File: src/phy_link_cfg.svh
// Constants for the port link-mode control block
`ifndef PHY_LINK_CFG_SVH
`define PHY_LINK_CFG_SVH

`define PORT_COUNT 8
`define CLK_MHZ 25
`define LINK_PULSE_INTERVAL_US 16000
`define LINK_PULSE_CYCLES (`LINK_PULSE_INTERVAL_US * `CLK_MHZ)
`define PULSE_CNT_W 19

`define ADDR_W 8
`define DATA_W 16
`define ADDR_PAGE_MASK 8'hF8
`define ADDR_CTRL_BASE 8'h00
`define ADDR_STAT_BASE 8'h08
`define ADDR_GLOBAL 8'h10

`define CTRL_FIBER_BIT 0
`define CTRL_FORCE_BIT 1
`define CTRL_SPEED_BIT 2
`define CTRL_DUPLEX_BIT 3
`define CTRL_MANUAL_XOVER_BIT 8
`define CTRL_AUTO_XOVER_BIT 9

`define STAT_LINK_BIT 0
`define STAT_SPEED_BIT 1
`define STAT_DUPLEX_BIT 2
`define STAT_AN_DONE_BIT 3
`define STAT_CROSSED_BIT 4
`define STAT_PD_BIT 5
`define STAT_DECODE_LSB 6

`define GLOB_TWO_SECTIONS_BIT 0
`define GLOB_STRAPS_LOADED_BIT 1

`define CTRL_RESET 16'h0000
`define READ_IDLE 16'h0000

`endif

File: src/phy_link_pkg.sv
// Types for the port link-mode control block
package phy_link_pkg;

  typedef enum logic [1:0] {
    st_off = 2'b00,
    st_detect = 2'b01,
    st_link = 2'b11,
    st_forced = 2'b10
  } port_state_e;

  typedef enum logic [1:0] {
    st_sample = 2'b00,
    st_load = 2'b01,
    st_run = 2'b11
  } startup_e;

  typedef enum logic [1:0] {
    dec_10t = 2'b00,
    dec_100tx = 2'b01,
    dec_100fx = 2'b10
  } rx_decode_e;

endpackage : phy_link_pkg

File: src/port_mode_resolver.sv
// Per-port speed, duplex, crossover and line-signalling resolver
`timescale 1ns/1ps
`include "phy_link_cfg.svh"

module port_mode_resolver #(
  parameter int unsigned INTERVAL_CYCLES = `LINK_PULSE_CYCLES
) (
  input wire logic clk,
  input wire logic reset,
  input wire logic enable,
  input wire logic forced,
  input wire logic forced_100,
  input wire logic forced_full,
  input wire logic fiber,
  input wire logic auto_xover,
  input wire logic manual_xover,
  input wire logic flp_seen,
  input wire logic nlp_seen,
  input wire logic idle_seen,
  input wire logic partner_100,
  input wire logic partner_full,
  input wire logic signal_present,
  input wire logic tx_busy,
  output logic link_up,
  output logic speed_100,
  output logic full_duplex,
  output logic an_complete,
  output logic parallel_detected,
  output logic crossed,
  output phy_link_pkg::rx_decode_e rx_decode,
  output logic tx_idle_symbols,
  output logic tx_nlp_pulse,
  output logic tx_flp_pulse
);

  phy_link_pkg::port_state_e state_reg;
  logic [`PULSE_CNT_W-1:0] cnt_reg;
  logic tick;
  logic manual;

  assign manual = forced | fiber;
  assign tick = (cnt_reg == `PULSE_CNT_W'(INTERVAL_CYCLES - 1));

  // Link pulse interval timer
  always_ff @(posedge clk or posedge reset) begin
    if (reset) begin
      cnt_reg <= '0;
    end else if (tick) begin
      cnt_reg <= '0;
    end else begin
      cnt_reg <= cnt_reg + `PULSE_CNT_W'(1);
    end
  end

  // Resolution state machine
  always_ff @(posedge clk or posedge reset) begin
    if (reset) begin
      state_reg <= phy_link_pkg::st_off;
      speed_100 <= 1'b0;
      full_duplex <= 1'b0;
      an_complete <= 1'b0;
      parallel_detected <= 1'b0;
    end else if (!enable) begin
      state_reg <= phy_link_pkg::st_off;
      an_complete <= 1'b0;
      parallel_detected <= 1'b0;
    end else if (manual) begin
      state_reg <= phy_link_pkg::st_forced;
      speed_100 <= fiber | forced_100;
      full_duplex <= forced_full;
      an_complete <= 1'b0;
      parallel_detected <= 1'b0;
    end else begin
      case (state_reg)
        phy_link_pkg::st_detect: begin
          if (flp_seen) begin
            state_reg <= phy_link_pkg::st_link;
            speed_100 <= partner_100;
            full_duplex <= partner_full;
            an_complete <= 1'b1;
          end else if (idle_seen) begin
            state_reg <= phy_link_pkg::st_link;
            speed_100 <= 1'b1;
            full_duplex <= 1'b0;
            parallel_detected <= 1'b1;
          end else if (nlp_seen) begin
            state_reg <= phy_link_pkg::st_link;
            speed_100 <= 1'b0;
            full_duplex <= 1'b0;
            parallel_detected <= 1'b1;
          end
        end
        phy_link_pkg::st_link: begin
          if (!signal_present) begin
            state_reg <= phy_link_pkg::st_detect;
            an_complete <= 1'b0;
            parallel_detected <= 1'b0;
          end
        end
        default: begin
          state_reg <= phy_link_pkg::st_detect;
        end
      endcase
    end
  end

  // Link indication and receive decoder selection
  always_ff @(posedge clk or posedge reset) begin
    if (reset) begin
      link_up <= 1'b0;
      rx_decode <= phy_link_pkg::dec_10t;
    end else begin
      link_up <= (state_reg == phy_link_pkg::st_link) | ((state_reg == phy_link_pkg::st_forced) & signal_present);
      if (fiber) begin
        rx_decode <= phy_link_pkg::dec_100fx;
      end else if (speed_100) begin
        rx_decode <= phy_link_pkg::dec_100tx;
      end else begin
        rx_decode <= phy_link_pkg::dec_10t;
      end
    end
  end

  // Crossover: forced MDI, forced crossover, or hunting while in st_detect
  always_ff @(posedge clk or posedge reset) begin
    if (reset) begin
      crossed <= 1'b0;
    end else if (!auto_xover) begin
      crossed <= manual_xover;
    end else if (tick && state_reg == phy_link_pkg::st_detect) begin
      crossed <= ~crossed;
    end
  end

  // Line signalling: idle symbols and link pulses when no frame is sent, FLP bursts in st_detect even while tx_busy
  always_ff @(posedge clk or posedge reset) begin
    if (reset) begin
      tx_idle_symbols <= 1'b0;
      tx_nlp_pulse <= 1'b0;
      tx_flp_pulse <= 1'b0;
    end else begin
      tx_idle_symbols <= link_up & speed_100 & ~tx_busy;
      tx_nlp_pulse <= tick & link_up & ~speed_100 & ~tx_busy;
      tx_flp_pulse <= tick & (state_reg == phy_link_pkg::st_detect);
    end
  end

  a_xover_manual: assert property (@(posedge clk) disable iff (reset)
    !auto_xover ##1 !auto_xover |-> crossed == $past(manual_xover))
    else $error("crossover does not follow manual select");

  a_an_result: assert property (@(posedge clk) disable iff (reset)
    (enable && !manual && state_reg == phy_link_pkg::st_detect && flp_seen)
      |=> an_complete && speed_100 == $past(partner_100) && full_duplex == $past(partner_full))
    else $error("negotiated result not taken from partner");

  a_pd_nlp: assert property (@(posedge clk) disable iff (reset)
    (enable && !manual && state_reg == phy_link_pkg::st_detect && !flp_seen && !idle_seen && nlp_seen)
      |=> state_reg == phy_link_pkg::st_link && !speed_100 && !full_duplex && parallel_detected)
    else $error("link pulses did not give 10 Mbps half duplex");

  a_fiber_decode: assert property (@(posedge clk) disable iff (reset)
    rx_decode == phy_link_pkg::dec_100fx |-> $past(fiber) && !an_complete)
    else $error("fiber decode without fiber select");

  a_idle_symbols: assert property (@(posedge clk) disable iff (reset)
    link_up && speed_100 && !tx_busy ##1 speed_100 |-> tx_idle_symbols)
    else $error("no idle symbols on quiet 100 Mbps line");

  a_nlp_speed: assert property (@(posedge clk) disable iff (reset)
    tx_nlp_pulse |-> $past(link_up) && !$past(speed_100) && !$past(tx_busy) ##1 !tx_nlp_pulse)
    else $error("link pulse sent at wrong time");

endmodule : port_mode_resolver

File: src/phy_port_link_mode_control.sv
// Strap sampling, port configuration registers and per-port mode resolution
`timescale 1ns/1ps
`include "phy_link_cfg.svh"

module phy_port_link_mode_control #(
  parameter int unsigned PULSE_CYCLES = `LINK_PULSE_CYCLES
) (
  input wire logic clk,
  input wire logic reset,
  input wire logic auto_crossover_enable_strap,
  input wire logic manual_crossover_select_strap,
  input wire logic global_fiber_select_strap,
  input wire logic section_select,
  input wire logic forced_mode_strap,
  input wire logic forced_speed_strap,
  input wire logic forced_duplex_strap,
  input wire logic [`PORT_COUNT-1:0] flp_seen,
  input wire logic [`PORT_COUNT-1:0] nlp_seen,
  input wire logic [`PORT_COUNT-1:0] idle_seen,
  input wire logic [`PORT_COUNT-1:0] partner_100,
  input wire logic [`PORT_COUNT-1:0] partner_full,
  input wire logic [`PORT_COUNT-1:0] signal_present,
  input wire logic [`PORT_COUNT-1:0] tx_busy,
  input wire logic [`ADDR_W-1:0] addr,
  input wire logic [`DATA_W-1:0] wdata,
  input wire logic wr,
  input wire logic rd,
  output logic [`DATA_W-1:0] rdata,
  output logic two_sections,
  output logic [`PORT_COUNT-1:0] upper_section_port,
  output logic straps_loaded,
  output logic [`PORT_COUNT-1:0] link_up,
  output logic [`PORT_COUNT-1:0] speed_100,
  output logic [`PORT_COUNT-1:0] full_duplex,
  output logic [`PORT_COUNT-1:0] crossed,
  output logic [`PORT_COUNT-1:0] fiber_mode,
  output logic [`PORT_COUNT*2-1:0] rx_decode,
  output logic [`PORT_COUNT-1:0] tx_idle_symbols,
  output logic [`PORT_COUNT-1:0] tx_nlp_pulse,
  output logic [`PORT_COUNT-1:0] tx_flp_pulse
);

  localparam int STRAP_W = 7;

  phy_link_pkg::startup_e boot_reg;
  logic [STRAP_W-1:0] strap_meta_reg;
  logic [STRAP_W-1:0] strap_sync_reg;
  logic [1:0] settle_reg;
  logic s_auto;
  logic s_manual;
  logic s_fiber;
  logic s_section;
  logic s_force;
  logic s_speed;
  logic s_duplex;
  logic loading;
  logic running;
  logic ctrl_page;
  logic stat_page;
  logic [`PORT_COUNT-1:0] ctrl_auto_reg;
  logic [`PORT_COUNT-1:0] ctrl_manual_reg;
  logic [`PORT_COUNT-1:0] ctrl_fiber_reg;
  logic [`PORT_COUNT-1:0] ctrl_force_reg;
  logic [`PORT_COUNT-1:0] ctrl_speed_reg;
  logic [`PORT_COUNT-1:0] ctrl_duplex_reg;
  logic [`PORT_COUNT-1:0] an_complete;
  logic [`PORT_COUNT-1:0] parallel_detected;
  logic [`DATA_W-1:0] ctrl_word [`PORT_COUNT];
  logic [`DATA_W-1:0] stat_word [`PORT_COUNT];
  logic [`DATA_W-1:0] rdata_next;

  // Two-stage synchroniser for the strap pins
  always_ff @(posedge clk or posedge reset) begin
    if (reset) begin
      strap_meta_reg <= '0;
      strap_sync_reg <= '0;
    end else begin
      strap_meta_reg <= {forced_duplex_strap, forced_speed_strap, forced_mode_strap, section_select,
                         global_fiber_select_strap, manual_crossover_select_strap,
                         auto_crossover_enable_strap};
      strap_sync_reg <= strap_meta_reg;
    end
  end

  assign {s_duplex, s_speed, s_force, s_section, s_fiber, s_manual, s_auto} = strap_sync_reg;

  // Startup: let the synchroniser settle, load straps once, then run
  always_ff @(posedge clk or posedge reset) begin
    if (reset) begin
      boot_reg <= phy_link_pkg::st_sample;
      settle_reg <= 2'h0;
    end else begin
      case (boot_reg)
        phy_link_pkg::st_sample: begin
          settle_reg <= settle_reg + 2'h1;
          if (settle_reg == 2'h2) begin
            boot_reg <= phy_link_pkg::st_load;
          end
        end
        phy_link_pkg::st_load: begin
          boot_reg <= phy_link_pkg::st_run;
        end
        phy_link_pkg::st_run: begin
          boot_reg <= phy_link_pkg::st_run;
        end
        default: begin
          boot_reg <= phy_link_pkg::st_sample;
        end
      endcase
    end
  end

  assign loading = (boot_reg == phy_link_pkg::st_load);
  assign running = (boot_reg == phy_link_pkg::st_run);
  assign straps_loaded = running;

  // Section arrangement captured with the straps
  always_ff @(posedge clk or posedge reset) begin
    if (reset) begin
      two_sections <= 1'b0;
    end else if (loading) begin
      two_sections <= s_section;
    end
  end

  assign ctrl_page = ((addr & `ADDR_PAGE_MASK) == `ADDR_CTRL_BASE);
  assign stat_page = ((addr & `ADDR_PAGE_MASK) == `ADDR_STAT_BASE);

  genvar i;
  generate
    for (i = 0; i < `PORT_COUNT; i++) begin : g_port
      // Per-port control register: strap defaults, then software owned
      always_ff @(posedge clk or posedge reset) begin
        if (reset) begin
          ctrl_auto_reg[i] <= 1'b0;
          ctrl_manual_reg[i] <= 1'b0;
          ctrl_fiber_reg[i] <= 1'b0;
          ctrl_force_reg[i] <= 1'b0;
          ctrl_speed_reg[i] <= 1'b0;
          ctrl_duplex_reg[i] <= 1'b0;
        end else if (loading) begin
          ctrl_auto_reg[i] <= s_auto;
          ctrl_manual_reg[i] <= s_manual;
          ctrl_fiber_reg[i] <= s_fiber;
          ctrl_force_reg[i] <= s_force;
          ctrl_speed_reg[i] <= s_speed;
          ctrl_duplex_reg[i] <= s_duplex;
        end else if (running && wr && ctrl_page && addr[2:0] == 3'(i)) begin
          ctrl_auto_reg[i] <= wdata[`CTRL_AUTO_XOVER_BIT];
          ctrl_manual_reg[i] <= wdata[`CTRL_MANUAL_XOVER_BIT];
          ctrl_fiber_reg[i] <= wdata[`CTRL_FIBER_BIT];
          ctrl_force_reg[i] <= wdata[`CTRL_FORCE_BIT];
          ctrl_speed_reg[i] <= wdata[`CTRL_SPEED_BIT];
          ctrl_duplex_reg[i] <= wdata[`CTRL_DUPLEX_BIT];
        end
      end

      port_mode_resolver #(
        .INTERVAL_CYCLES(PULSE_CYCLES)
      ) u_resolver (
        .clk(clk),
        .reset(reset),
        .enable(running),
        .forced(ctrl_force_reg[i]),
        .forced_100(ctrl_speed_reg[i]),
        .forced_full(ctrl_duplex_reg[i]),
        .fiber(ctrl_fiber_reg[i]),
        .auto_xover(ctrl_auto_reg[i]),
        .manual_xover(ctrl_manual_reg[i]),
        .flp_seen(flp_seen[i]),
        .nlp_seen(nlp_seen[i]),
        .idle_seen(idle_seen[i]),
        .partner_100(partner_100[i]),
        .partner_full(partner_full[i]),
        .signal_present(signal_present[i]),
        .tx_busy(tx_busy[i]),
        .link_up(link_up[i]),
        .speed_100(speed_100[i]),
        .full_duplex(full_duplex[i]),
        .an_complete(an_complete[i]),
        .parallel_detected(parallel_detected[i]),
        .crossed(crossed[i]),
        .rx_decode(rx_decode[2*i +: 2]),
        .tx_idle_symbols(tx_idle_symbols[i]),
        .tx_nlp_pulse(tx_nlp_pulse[i]),
        .tx_flp_pulse(tx_flp_pulse[i])
      );

      // Upper four ports form the second section when split
      assign upper_section_port[i] = two_sections & (i >= (`PORT_COUNT / 2));

      always_comb begin
        ctrl_word[i] = `CTRL_RESET;
        ctrl_word[i][`CTRL_AUTO_XOVER_BIT] = ctrl_auto_reg[i];
        ctrl_word[i][`CTRL_MANUAL_XOVER_BIT] = ctrl_manual_reg[i];
        ctrl_word[i][`CTRL_FIBER_BIT] = ctrl_fiber_reg[i];
        ctrl_word[i][`CTRL_FORCE_BIT] = ctrl_force_reg[i];
        ctrl_word[i][`CTRL_SPEED_BIT] = ctrl_speed_reg[i];
        ctrl_word[i][`CTRL_DUPLEX_BIT] = ctrl_duplex_reg[i];
        stat_word[i] = `READ_IDLE;
        stat_word[i][`STAT_LINK_BIT] = link_up[i];
        stat_word[i][`STAT_SPEED_BIT] = speed_100[i];
        stat_word[i][`STAT_DUPLEX_BIT] = full_duplex[i];
        stat_word[i][`STAT_AN_DONE_BIT] = an_complete[i];
        stat_word[i][`STAT_CROSSED_BIT] = crossed[i];
        stat_word[i][`STAT_PD_BIT] = parallel_detected[i];
        stat_word[i][`STAT_DECODE_LSB +: 2] = rx_decode[2*i +: 2];
      end
    end
  endgenerate

  assign fiber_mode = ctrl_fiber_reg;

  // Read multiplexer; unmapped addresses read zero
  always_comb begin
    rdata_next = `READ_IDLE;
    if (ctrl_page) begin
      rdata_next = ctrl_word[addr[2:0]];
    end else if (stat_page) begin
      rdata_next = stat_word[addr[2:0]];
    end else if (addr == `ADDR_GLOBAL) begin
      rdata_next[`GLOB_TWO_SECTIONS_BIT] = two_sections;
      rdata_next[`GLOB_STRAPS_LOADED_BIT] = running;
    end
  end

  // Read data stands only in the cycle after the strobe
  always_ff @(posedge clk or posedge reset) begin
    if (reset) begin
      rdata <= `READ_IDLE;
    end else if (rd) begin
      rdata <= rdata_next;
    end else begin
      rdata <= `READ_IDLE;
    end
  end

  a_no_early_bringup: assert property (@(posedge clk) disable iff (reset)
    !running |-> link_up == '0 && tx_flp_pulse == '0)
    else $error("port active before straps loaded");

  a_strap_xover_load: assert property (@(posedge clk) disable iff (reset)
    loading |=> ctrl_auto_reg == {`PORT_COUNT{$past(s_auto)}} && ctrl_manual_reg == {`PORT_COUNT{$past(s_manual)}})
    else $error("crossover straps not loaded into every port");

  a_strap_fiber_load: assert property (@(posedge clk) disable iff (reset)
    loading |=> ctrl_fiber_reg == {`PORT_COUNT{$past(s_fiber)}})
    else $error("fiber strap not loaded into every port");

  a_section_decode: assert property (@(posedge clk) disable iff (reset)
    running |-> upper_section_port == (two_sections ? 8'hF0 : 8'h00))
    else $error("section grouping wrong");

  a_boot_timing: assert property (@(posedge clk) disable iff (reset)
    $rose(running) |-> $past(loading) && $past(boot_reg, 2) == phy_link_pkg::st_sample)
    else $error("startup sequence skipped strap load");

  a_fiber_alike: assert property (@(posedge clk) disable iff (reset)
    $rose(running) |-> fiber_mode == {`PORT_COUNT{fiber_mode[0]}})
    else $error("strapped fiber select differs between ports");

  a_strap_manual_load: assert property (@(posedge clk) disable iff (reset)
    loading |=> ctrl_manual_reg == {`PORT_COUNT{$past(s_manual)}})
    else $error("manual crossover strap not loaded into every port");

  a_early_write: assert property (@(posedge clk) disable iff (reset)
    !running && !loading && wr |=> ctrl_fiber_reg == $past(ctrl_fiber_reg) && ctrl_auto_reg == $past(ctrl_auto_reg))
    else $error("register write taken before straps loaded");

  a_ctrl_readback: assert property (@(posedge clk) disable iff (reset)
    rd && ctrl_page |=> rdata[`CTRL_FIBER_BIT] == $past(ctrl_fiber_reg[addr[2:0]]))
    else $error("fiber select bit reads back wrong");

  a_forced_speed: assert property (@(posedge clk) disable iff (reset)
    running |=> (speed_100 & $past(ctrl_force_reg & ~ctrl_fiber_reg))
      == $past(ctrl_speed_reg & ctrl_force_reg & ~ctrl_fiber_reg))
    else $error("forced port speed differs from configuration");

  a_fiber_speed: assert property (@(posedge clk) disable iff (reset)
    running |=> (speed_100 & $past(ctrl_fiber_reg)) == $past(ctrl_fiber_reg))
    else $error("fiber port not at 100 Mbps");

  a_section_capture: assert property (@(posedge clk) disable iff (reset)
    loading |=> two_sections == $past(s_section))
    else $error("section strap not captured");

endmodule : phy_port_link_mode_control

File: config.mk
export PLATFORM = sky130hd
export DESIGN_NAME = phy_port_link_mode_control
export DESIGN_NICKNAME = d
export VERILOG_FILES = /design/src/phy_link_pkg.sv /design/src/port_mode_resolver.sv /design/src/phy_port_link_mode_control.sv
export VERILOG_INCLUDE_DIRS = /design/src /design/src/src
export SDC_FILE = /design/constraint.sdc
export NUM_CORES = 1
export LEC_CHECK = 0
export BUFFER_PORTS_ARGS = -buffer_cell sky130_fd_sc_hd__buf_2
export CAP_MARGIN = 20
export CORE_MARGIN = 3
export CORE_UTILIZATION = 25
export CTS_BUF_LIST = sky130_fd_sc_hd__clkbuf_2 sky130_fd_sc_hd__clkbuf_4 sky130_fd_sc_hd__clkbuf_8
export CTS_CLUSTER_SIZE = 40
export DETAILED_ROUTE_END_ITERATION = 12
export GPL_ROUTABILITY_DRIVEN = 0
export PLACE_DENSITY_LB_ADDON = 0.3
export SYNTH_ARGS = -nofsm -noshare
export SYNTH_HDL_FRONTEND = slang
export SYNTH_SLANG_ARGS = --single-unit
File: constraint.sdc
create_clock -name clk -period 29.8 [get_ports clk]
set_clock_uncertainty 0.2 [all_clocks]
set_input_delay 1.49 -clock clk [delete_from_list [all_inputs] [get_ports clk]]
set_output_delay 1.49 -clock clk [all_outputs]
set_load 0.005 [all_outputs]
* After elaboration in Yosys (flattened, before gate mapping)
Cells that the tools add are included.
** Storage, ports and cells
- Flip-flop bits (word level) :: 339
- Logic and storage cells :: 809
** Operators by class
- Add/subtract/negate cells :: 9
- Order comparisons :: 1
- Equal/unequal tests :: 101
- Muxes and demuxes :: 365
- Bitwise logic cells :: 105
- Reduce and logical (&&, ||, !) cells :: 78
** Operators by type and width (number)
- $mux W1 :: 264
- $add A19 B1 Y19 const B :: 8
- $eq A19 B19 Y1 const B :: 8
- $mux W19 :: 8
- $mux W2 :: 59
- $bmux W16 S3 :: 2
- $mux W16 :: 6
- $ne A4 B3 Y1 const B :: 21
- $and A1 B1 Y1 :: 56
- $reduce_and A3 Y1 :: 16
- $ne A6 B5 Y1 const B :: 7
- $eq A2 B2 Y1 const B :: 18
- $pmux W2 S2 :: 9
- $ne A5 B4 Y1 const B :: 7
- $pmux W1 S2 :: 16
- $reduce_and A4 Y1 :: 8
- $reduce_bool A2 Y1 :: 16
- $reduce_bool A4 Y1 :: 8
- $ne A4 B1 Y1 const B :: 7
- $not A1 Y1 :: 24
- $or A1 B1 Y1 :: 24
- $eq A2 B1 Y1 const B :: 9
- $logic_and A1 B1 Y1 :: 18
- $ne A2 B1 Y1 const B :: 8
- other kinds (18) :: 32

* Longest topological paths before layout
Gate-level depths: netlist (run 1).
- Word-level depth :: 7
- Mapped depth :: 8
- Gate-level depth less buffers :: 5

* Modules after synthesis
From an unflattened synthesis (run 1), not the netlist that was laid out.
** Unflattened totals
- Cells, all modules :: 1442
- Area total of the unflattened synthesis :: 15842.7 µm²
** By module, submodules not included
- port_mode_resolver (g_port[0].u_resolver ...) :: times used 3, cells each 138, area each 1491.4 µm²
- port_mode_resolver (g_port[4].u_resolver ...) :: times used 3, cells each 140, area each 1486.4 µm²
- phy_port_link_mode_control :: times used 1, cells each 335, area each 4007.6 µm²
- port_mode_resolver (g_port[3].u_resolver) :: times used 1, cells each 137, area each 1452.6 µm²
- port_mode_resolver (g_port[7].u_resolver) :: times used 1, cells each 136, area each 1448.9 µm²

* Least setup slack after synthesis (run 1)
OpenSTA, ideal clock, no wires.
- Path type :: input -> register
- From :: input port addr[7]
- To :: register ctrl_duplex_reg[6]
- Data arrival time :: 2.866 ns
- Data required time :: 29.459 ns
- Slack :: 26.593 ns
- Stages :: 6
- Buffers on the path :: 2
- Cell sequence :: or3_4 or4_4 buf_6 buf_6 o21ai_1 a31oi_1
** Between the ends
- Cells in the longest elaborated chain, start to end :: 4
** Ends and longest elaborated chain
- start: declaration :: line phy_port_link_mode_control.sv:24 : input wire logic [`ADDR_W-1:0] addr,
- $logic_not A8 Y1 (no source line)
- $logic_and A1 B1 Y1 (2 in a row) :: line phy_port_link_mode_control.sv:148 : end else if (running && wr && ctrl_page && addr[2:0] == 3'(i)) begin
- $reduce_bool A2 Y1 (no source line)
- end signal: indexed assignment :: line phy_port_link_mode_control.sv:147 : ctrl_duplex_reg[i] <= s_duplex;
- end signal: indexed assignment :: line phy_port_link_mode_control.sv:154 : ctrl_duplex_reg[i] <= wdata[`CTRL_DUPLEX_BIT];
- end: declaration :: line phy_port_link_mode_control.sv:65 : logic [`PORT_COUNT-1:0] ctrl_duplex_reg;
No other way between the ends.
A chain may end at the register's enable or synchronous reset.

* Worst setup path after layout (run 1)
- From :: register boot_reg[0]
- To :: output port straps_loaded
** Between the ends
- Cells in the longest elaborated chain, start to end :: 1
** Ends and longest elaborated chain
- start: declaration :: line phy_port_link_mode_control.sv:45 : phy_link_pkg::startup_e boot_reg;
- start signal: assignment :: line phy_port_link_mode_control.sv:90 : boot_reg <= phy_link_pkg::st_sample;
- start signal: assignment :: line phy_port_link_mode_control.sv:97 : boot_reg <= phy_link_pkg::st_load;
- start signal: assignment :: line phy_port_link_mode_control.sv:101 : boot_reg <= phy_link_pkg::st_run;
- $eq A2 B2 Y1 :: line phy_port_link_mode_control.sv:114 : assign running = (boot_reg == phy_link_pkg::st_run);
- end: declaration :: line phy_port_link_mode_control.sv:31 : output logic straps_loaded,
No other way between the ends.

==> results of run 1 <==
## final timing paths
path	to	slack, ns	cells after the start
setup / recovery	straps_loaded	26.27	3
hold / removal	strap_sync_reg[0]$_DFF_PP0_	0.15	0
setup reg to reg	ctrl_manual_reg[5]$_DFFE_PP0P_	26.69	6
hold reg to reg	strap_sync_reg[0]$_DFF_PP0_	0.15	0
max in group asynchronous	g_port[3].u_resolver.rx_decode[0]$_DFF_PP0_	27.23	3
min in group asynchronous	g_port[0].u_resolver.tx_nlp_pulse$_DFF_PP0_	0.74	2
## logic make-up (layout without fill, tap and decap cells)
group | Yosys count | count (layout) | synth area share
AO/OA/AOI/OAI | 237 | 237 | 0.0862
XOR/XNOR | 117 | 117 | 0.0640
adder cells (fa/ha/maj) | 9 | 9 | 0.00704
buffers and inverters | 153 | 323 | 0.0564
flip-flops | 333 | 333 | 0.521
multiplexers | 79 | 79 | 0.0705
other | 1 | 10 | 0.000234
AND/OR/NAND/NOR | 579 | 579 | 0.195
## metal layers
layer / part of all wire / track usage / routed length [um]
met1: 0.44 / 0.184 / 20600
met2: 0.45 / 0.213 / 21000
met3: 0.069 / 0.0338 / 3220
met4: 0.033 / 0.0526 / 1540
met5: 0.0011 / 0 / 50
## worst max-delay path, stage by stage, from the launching register on
cell	delay, ns
dfrtp_1	0.46
nand2_1	0.25
clkinv_1	0.28
buf_2	0.21
## synthesized netlist by cell type, types with 23 or more instances
cell      number
mux4_2        25
nand2_1       51
nor3_1        41
a21oi_1       61
o21ai_0       71
a31oi_1       52
clkbuf_1      26
xnor2_1       66
xor2_1        51
dfrtp_1      333
mux2i_1       34
buf_4         79
and3_1        23
inv_1         28
nor2_1       161
nand3_1      123
nand4_1       31
## cell type report
| class | count | share of cell area |
|---|---|---|
| sequential | 333 | 0.447 |
| multi-input combinational | 1031 | 0.365 |
| clock buffer | 91 | 0.0625 |
| clock inverter | 19 | 0.0107 |
| timing repair buffer | 185 | 0.0516 |
| inverter | 28 | 0.00604 |
| tap | 846 | 0.0568 |
## report_power, final
part | internal [mW] | leakage, nW | switching (mW) | total, mW
logic | 0.0396 | 3.07 | 0.0518 | 0.0915
clock network | 0.284 | 0.726 | 0.200 | 0.484
registers | 0.473 | 4.21 | 0.0269 | 0.499
==> impl_metrics.yaml, run 1 <==
layout:
  areaGrowthSynthToFinish_pct: 16.4
  nets: 1740
  fillerInstances: 6663
  fin_cells: 2533
  multi_input_area_um2: 6810
  seqCellArea_um2: 8330
  antenna_cells: 0
  largest_reg_flops: 152
  drive_gt1_frac: 0.215
  layout_common_cells: "333 x dfrtp_1, 176 x buf_2, 161 x nor2_1"
  design_area_um2: 18600
  final_common_cell: "dfrtp_1"
  final_util: 0.295
timing:
  finalSetupViolCount: 0
  period_share: 0.118
  max_freq_mhz: 283
  tns_ns: 0
  hold_viol_final: 0
  fin_hold_ws_ns: 0.148
  maxSlewHeadroom: 0.256
  max_slew.worst_pin.slew_ns: 1.11
  setup_slack_ns: 26.27
  drv_slew: 0
  period_minus_slack_ns: 3.53
  rsz0062_at_grt: "no"
floorplan:
  design.core.area_um2: 63200
  die_h_um: 259
  initial_utilization: 0.253
  pin_count: 197
  die_x_um: 259
  dieArea_um2: 67100
  rows: 92
flow_run:
  drv_cap: 0
placed_design:
  dp_hpwl_mm: 33.0
  portBuffers: 176
  postPlaceCellArea_um2: 17300
  dp_slack_ns: 25.91
  place_inst: 2423
cts:
  clkLatencyLatePin_ns: 0.64
  clkTransAtPathRegs_ns: 0.06
  cts-root-buf: "clkbuf_8"
  cts.sink_count: 333
  htreeDepth: 2
  numCtsBuffers: 61
  clk_path_buf_depth: 3
  postCtsHoldBufs: 0
  cts_tree: "yes"
  cts_resized: 0
  cts_setup_buffers: 0
grt:
  grt_pass1_wl_mm: 71.3
  grt_max_degree: 187
  grt_pass1_vias: 11800
  track_usage: 0.137
  overflow: 0
  antenna_found_initial: 11
worst_hold_path:
  hp-class: "flip-flop to flip-flop"
  hold_start: "strap_meta_reg[0]$_DFF_PP0_"
critical_path:
  end_kind: "output pin"
  crit_path_start_kind: "flip-flop"
  required_ns: 28.11
  worst-setup-path-type: "flip-flop to output pin"
  rr_startpoint: "boot_reg[0]$_DFFE_PP0P_"
  cp_max_fo: 8
  crit_arrival_ns: 1.84
  worstSetupStartpoint: "boot_reg[0]$_DFFE_PP0P_"
synthesis:
  synth.avg_cell_area_um2: 10.6
  synth_edf_count: 0
  synth-seq-area-share: 0.521
  yosys_warnings: 0
  synth.distinct_cells: 64
  synth_top_area_frac: 0.521
  synthFlopType: "dfrtp_1"
  synth_cells: 1508
  ys_top_cells_by_area: "dfrtp_1 52%, nand3_1 3.8%, nor2_1 3.8%"
  syn_area_um2: 16000
  ys_async_sr_fraction: 1.00
  synth_area_leader_cell: "dfrtp_1"
  synth-seq-cells: 333
outcome:
  run_status: "completed"
drt:
  dr.pass1.iters: 4
  vias: 12000
  drt.antenna.violating_nets: 0
  viasPerCell: 4.74
  first_iter_violations: 752
  routed_wl_mm: 46.4
  wl_per_cell_um: 18.3
  drc: 0
power_and_ir_drop:
  p_leak_nw: 8.00
  p_per_area_nw_per_um2: 57.7
  total_power_mw: 1.07
  vdd_drop_max_mv: 0.0324
(Power assumes the default switching activity.)
==> inputs of run 2 (changes only) <==
==> constraint.sdc (replaced) <==
create_clock -name clk -period 2.85 [get_ports clk]
set_clock_uncertainty 0.2 [all_clocks]
set_input_delay 0.1425 -clock clk [delete_from_list [all_inputs] [get_ports clk]]
set_output_delay 0.1425 -clock clk [all_outputs]
set_load 0.005 [all_outputs]
==> run 2 against run 1 <==
Against the previous run: first-iteration DRC count grew 11%; combinational power grew to 12 times the previous value; global-route usage is 0.51 points higher; core utilization up 2.2 points; register-to-register slack got worse by 26 ns; design area grew 7.5%; non-clock buffer count up 132.
==> impl_metrics.yaml, run 2 (same netlist as run 1, synthesis figures left out) <==
outcome:
  run_status: "completed"
layout:
  drive_gt1_frac: 0.217
  final_util: 0.317
  fillerInstances: 6490
  nets: 1877
  final_common_cell: "dfrtp_1"
  seqCellArea_um2: 8330
  largest_reg_flops: 152
  multi_input_area_um2: 6810
  layout_common_cells: "333 x dfrtp_1, 176 x buf_2, 161 x nor2_1"
  areaGrowthSynthToFinish_pct: 25.1
critical_path:
  rr_startpoint: "g_port[7].u_resolver.link_up$_DFF_PP0_"
  cpMaxStageDelayCell: "dlygate4sd3_1"
  max_stage_delay_ns: 0.57
  crit_buf_inv: 5
  path_cells: "dlygate4sd3_1 > buf_2 > buf_4 > and2_2 > a22oi_1 > a21oi_1 > dlygate4sd3_1 > o22ai_1 > dlygate4sd3_1"
  cp_top_family: "buffers and inverters"
  regToRegSetupSlack_ns: 0.21
  worst-setup-path-type: "primary input to flip-flop"
  r2r_cells: 6
  crit_arrival_ns: 3.05
  cp_max_fo: 19
  r2r_end: "rdata[0]$_DFF_PP0_"
  required_ns: 3.16
  crit_top_cell: "dlygate4sd3_1"
  end_kind: "flip-flop"
  crit_path_start_kind: "primary input"
drt:
  drc: 0
  vias: 12700
  drt.antenna.violating_nets: 0
  routed_wl_mm: 48.1
  wl_per_cell_um: 18.0
  first_iter_violations: 834
  viasPerCell: 4.75
  dr.pass1.iters: 7
cts:
  clkLatencyLatePin_ns: 0.63
  htreeDepth: 3
  clk_path_buf_depth: 3
  numCtsBuffers: 66
  cts.sink_count: 333
  cts-root-buf: "clkbuf_8"
  clkTransAtPathRegs_ns: 0.06
  cts_tree: "yes"
timing:
  finalSetupViolCount: 0
  max_freq_mhz: 364
  period_minus_slack_ns: 2.74
  maxSlewHeadroom: 0.493
  hold_viol_final: 0
  max_slew.worst_pin.slew_ns: 0.758
  tns_ns: 0
  setup_slack_ns: 0.106
  drv_slew: 0
  rsz0062_at_grt: "no"
  period_share: 0.963
  fin_hold_ws_ns: 0.0591
worst_hold_path:
  hp-class: "primary input to flip-flop"
  holdPathEnd: "g_port[4].u_resolver.speed_100$_DFFE_PP0P_"
  hold_depth: 4
  hold_start: "nlp_seen[4]"
grt:
  grt_pass1_wl_mm: 74.1
  grt_max_degree: 80
  overflow: 0
  antenna_found_initial: 7
  grt_pass1_vias: 12600
  track_usage: 0.142
placed_design:
  dp_hpwl_mm: 34.6
  dp_slack_ns: 0.617
  portBuffers: 176
power_and_ir_drop:
  p_per_area_nw_per_um2: 578
  p_leak_nw: 8.61
  total_power_mw: 11.6
  vdd_drop_max_mv: 0.233
floorplan:
  rows: 92
  initial_utilization: 0.253
  pin_count: 197
  die_x_um: 259
  die_h_um: 259
  design.core.area_um2: 63200
  dieArea_um2: 67100
flow_run:
  drv_cap: 0
[run 2: cell count changes in the layout (fill, tap and decap cells not counted), moves of 2 or more]
cell	delta
clkinvlp_4	+2
inv_6	+2
clkbuf_4	+9
diode_2	+3
clkinv_2	-8
buf_12	+4
bufinv_16	-2
dlygate4sd3_1	+108
buf_4	+20
clkbuf_8	+5
[run 2: layer usage]
metal | track usage | part of all wire
met5 | 0 | 0.00027
met4 | 0.0479 | 0.025
met3 | 0.0372 | 0.071
met2 | 0.223 | 0.46
met1 | 0.190 | 0.44
[run 2: stage by stage]
step                area [um^2]  instances
detailed placement        17500       2447
floorplan                 16000       1517
finish                    20000       2676
global route              20000       2675
CTS                       20000       2673
global placement          17500       2447
[run 2: worst reg2reg max path: stages (launching register included)]
cell           delay [ns]
dfrtp_1              0.43
mux2i_1              0.35
a22oi_1              0.17
a21oi_1              0.16
dlygate4sd3_1        0.56
o22ai_1              0.07
dlygate4sd3_1        0.57
[run 2: worst max-delay path by stage]
stage / start / to / slack (ns) / depth (start not counted)
6_report: addr[2] / rdata[0]$_DFF_PP0_ / 0.11 / 9
5_1_grt: addr[7] / rdata[0]$_DFF_PP0_ / 0.03 / 8
3_3_place_gp: g_port[3].u_resolver.cnt_reg[0]$_DFF_PP0_ / g_port[3].u_resolver.tx_nlp_pulse$_DFF_PP0_ / 0.66 / 5
4_1_cts: addr[7] / rdata[0]$_DFF_PP0_ / 0.02 / 8
3_5_place_dp: g_port[3].u_resolver.cnt_reg[0]$_DFF_PP0_ / g_port[3].u_resolver.tx_nlp_pulse$_DFF_PP0_ / 0.62 / 5
2_1_floorplan: reset / boot_reg[0]$_DFFE_PP0P_ / -1.94 / 1
[run 2: repair_timing]
item                                    CTS  global route
hold buffers                            108             0
buffers inserted                          0             0
hold endpoints to repair                336             0
endpoints found under the setup margin    0             1
resized for setup                         0             2
[run 2: cell type report]
type | instances | area share
inverters | 28 | 0.00543
flip-flops and latches | 333 | 0.416
clock buffers | 105 | 0.0650
well taps | 846 | 0.0528
diodes | 3 | 0.000375
multi-input cells | 1031 | 0.340
clock inverters | 13 | 0.00681
repair buffers | 317 | 0.113
[run 2: where the power goes]
part | internal (mW) | leakage [nW] | switching [mW] | total, mW
clock network | 3.09 | 0.759 | 2.17 | 5.26
logic | 0.528 | 3.64 | 0.558 | 1.09
registers | 4.94 | 4.21 | 0.293 | 5.24
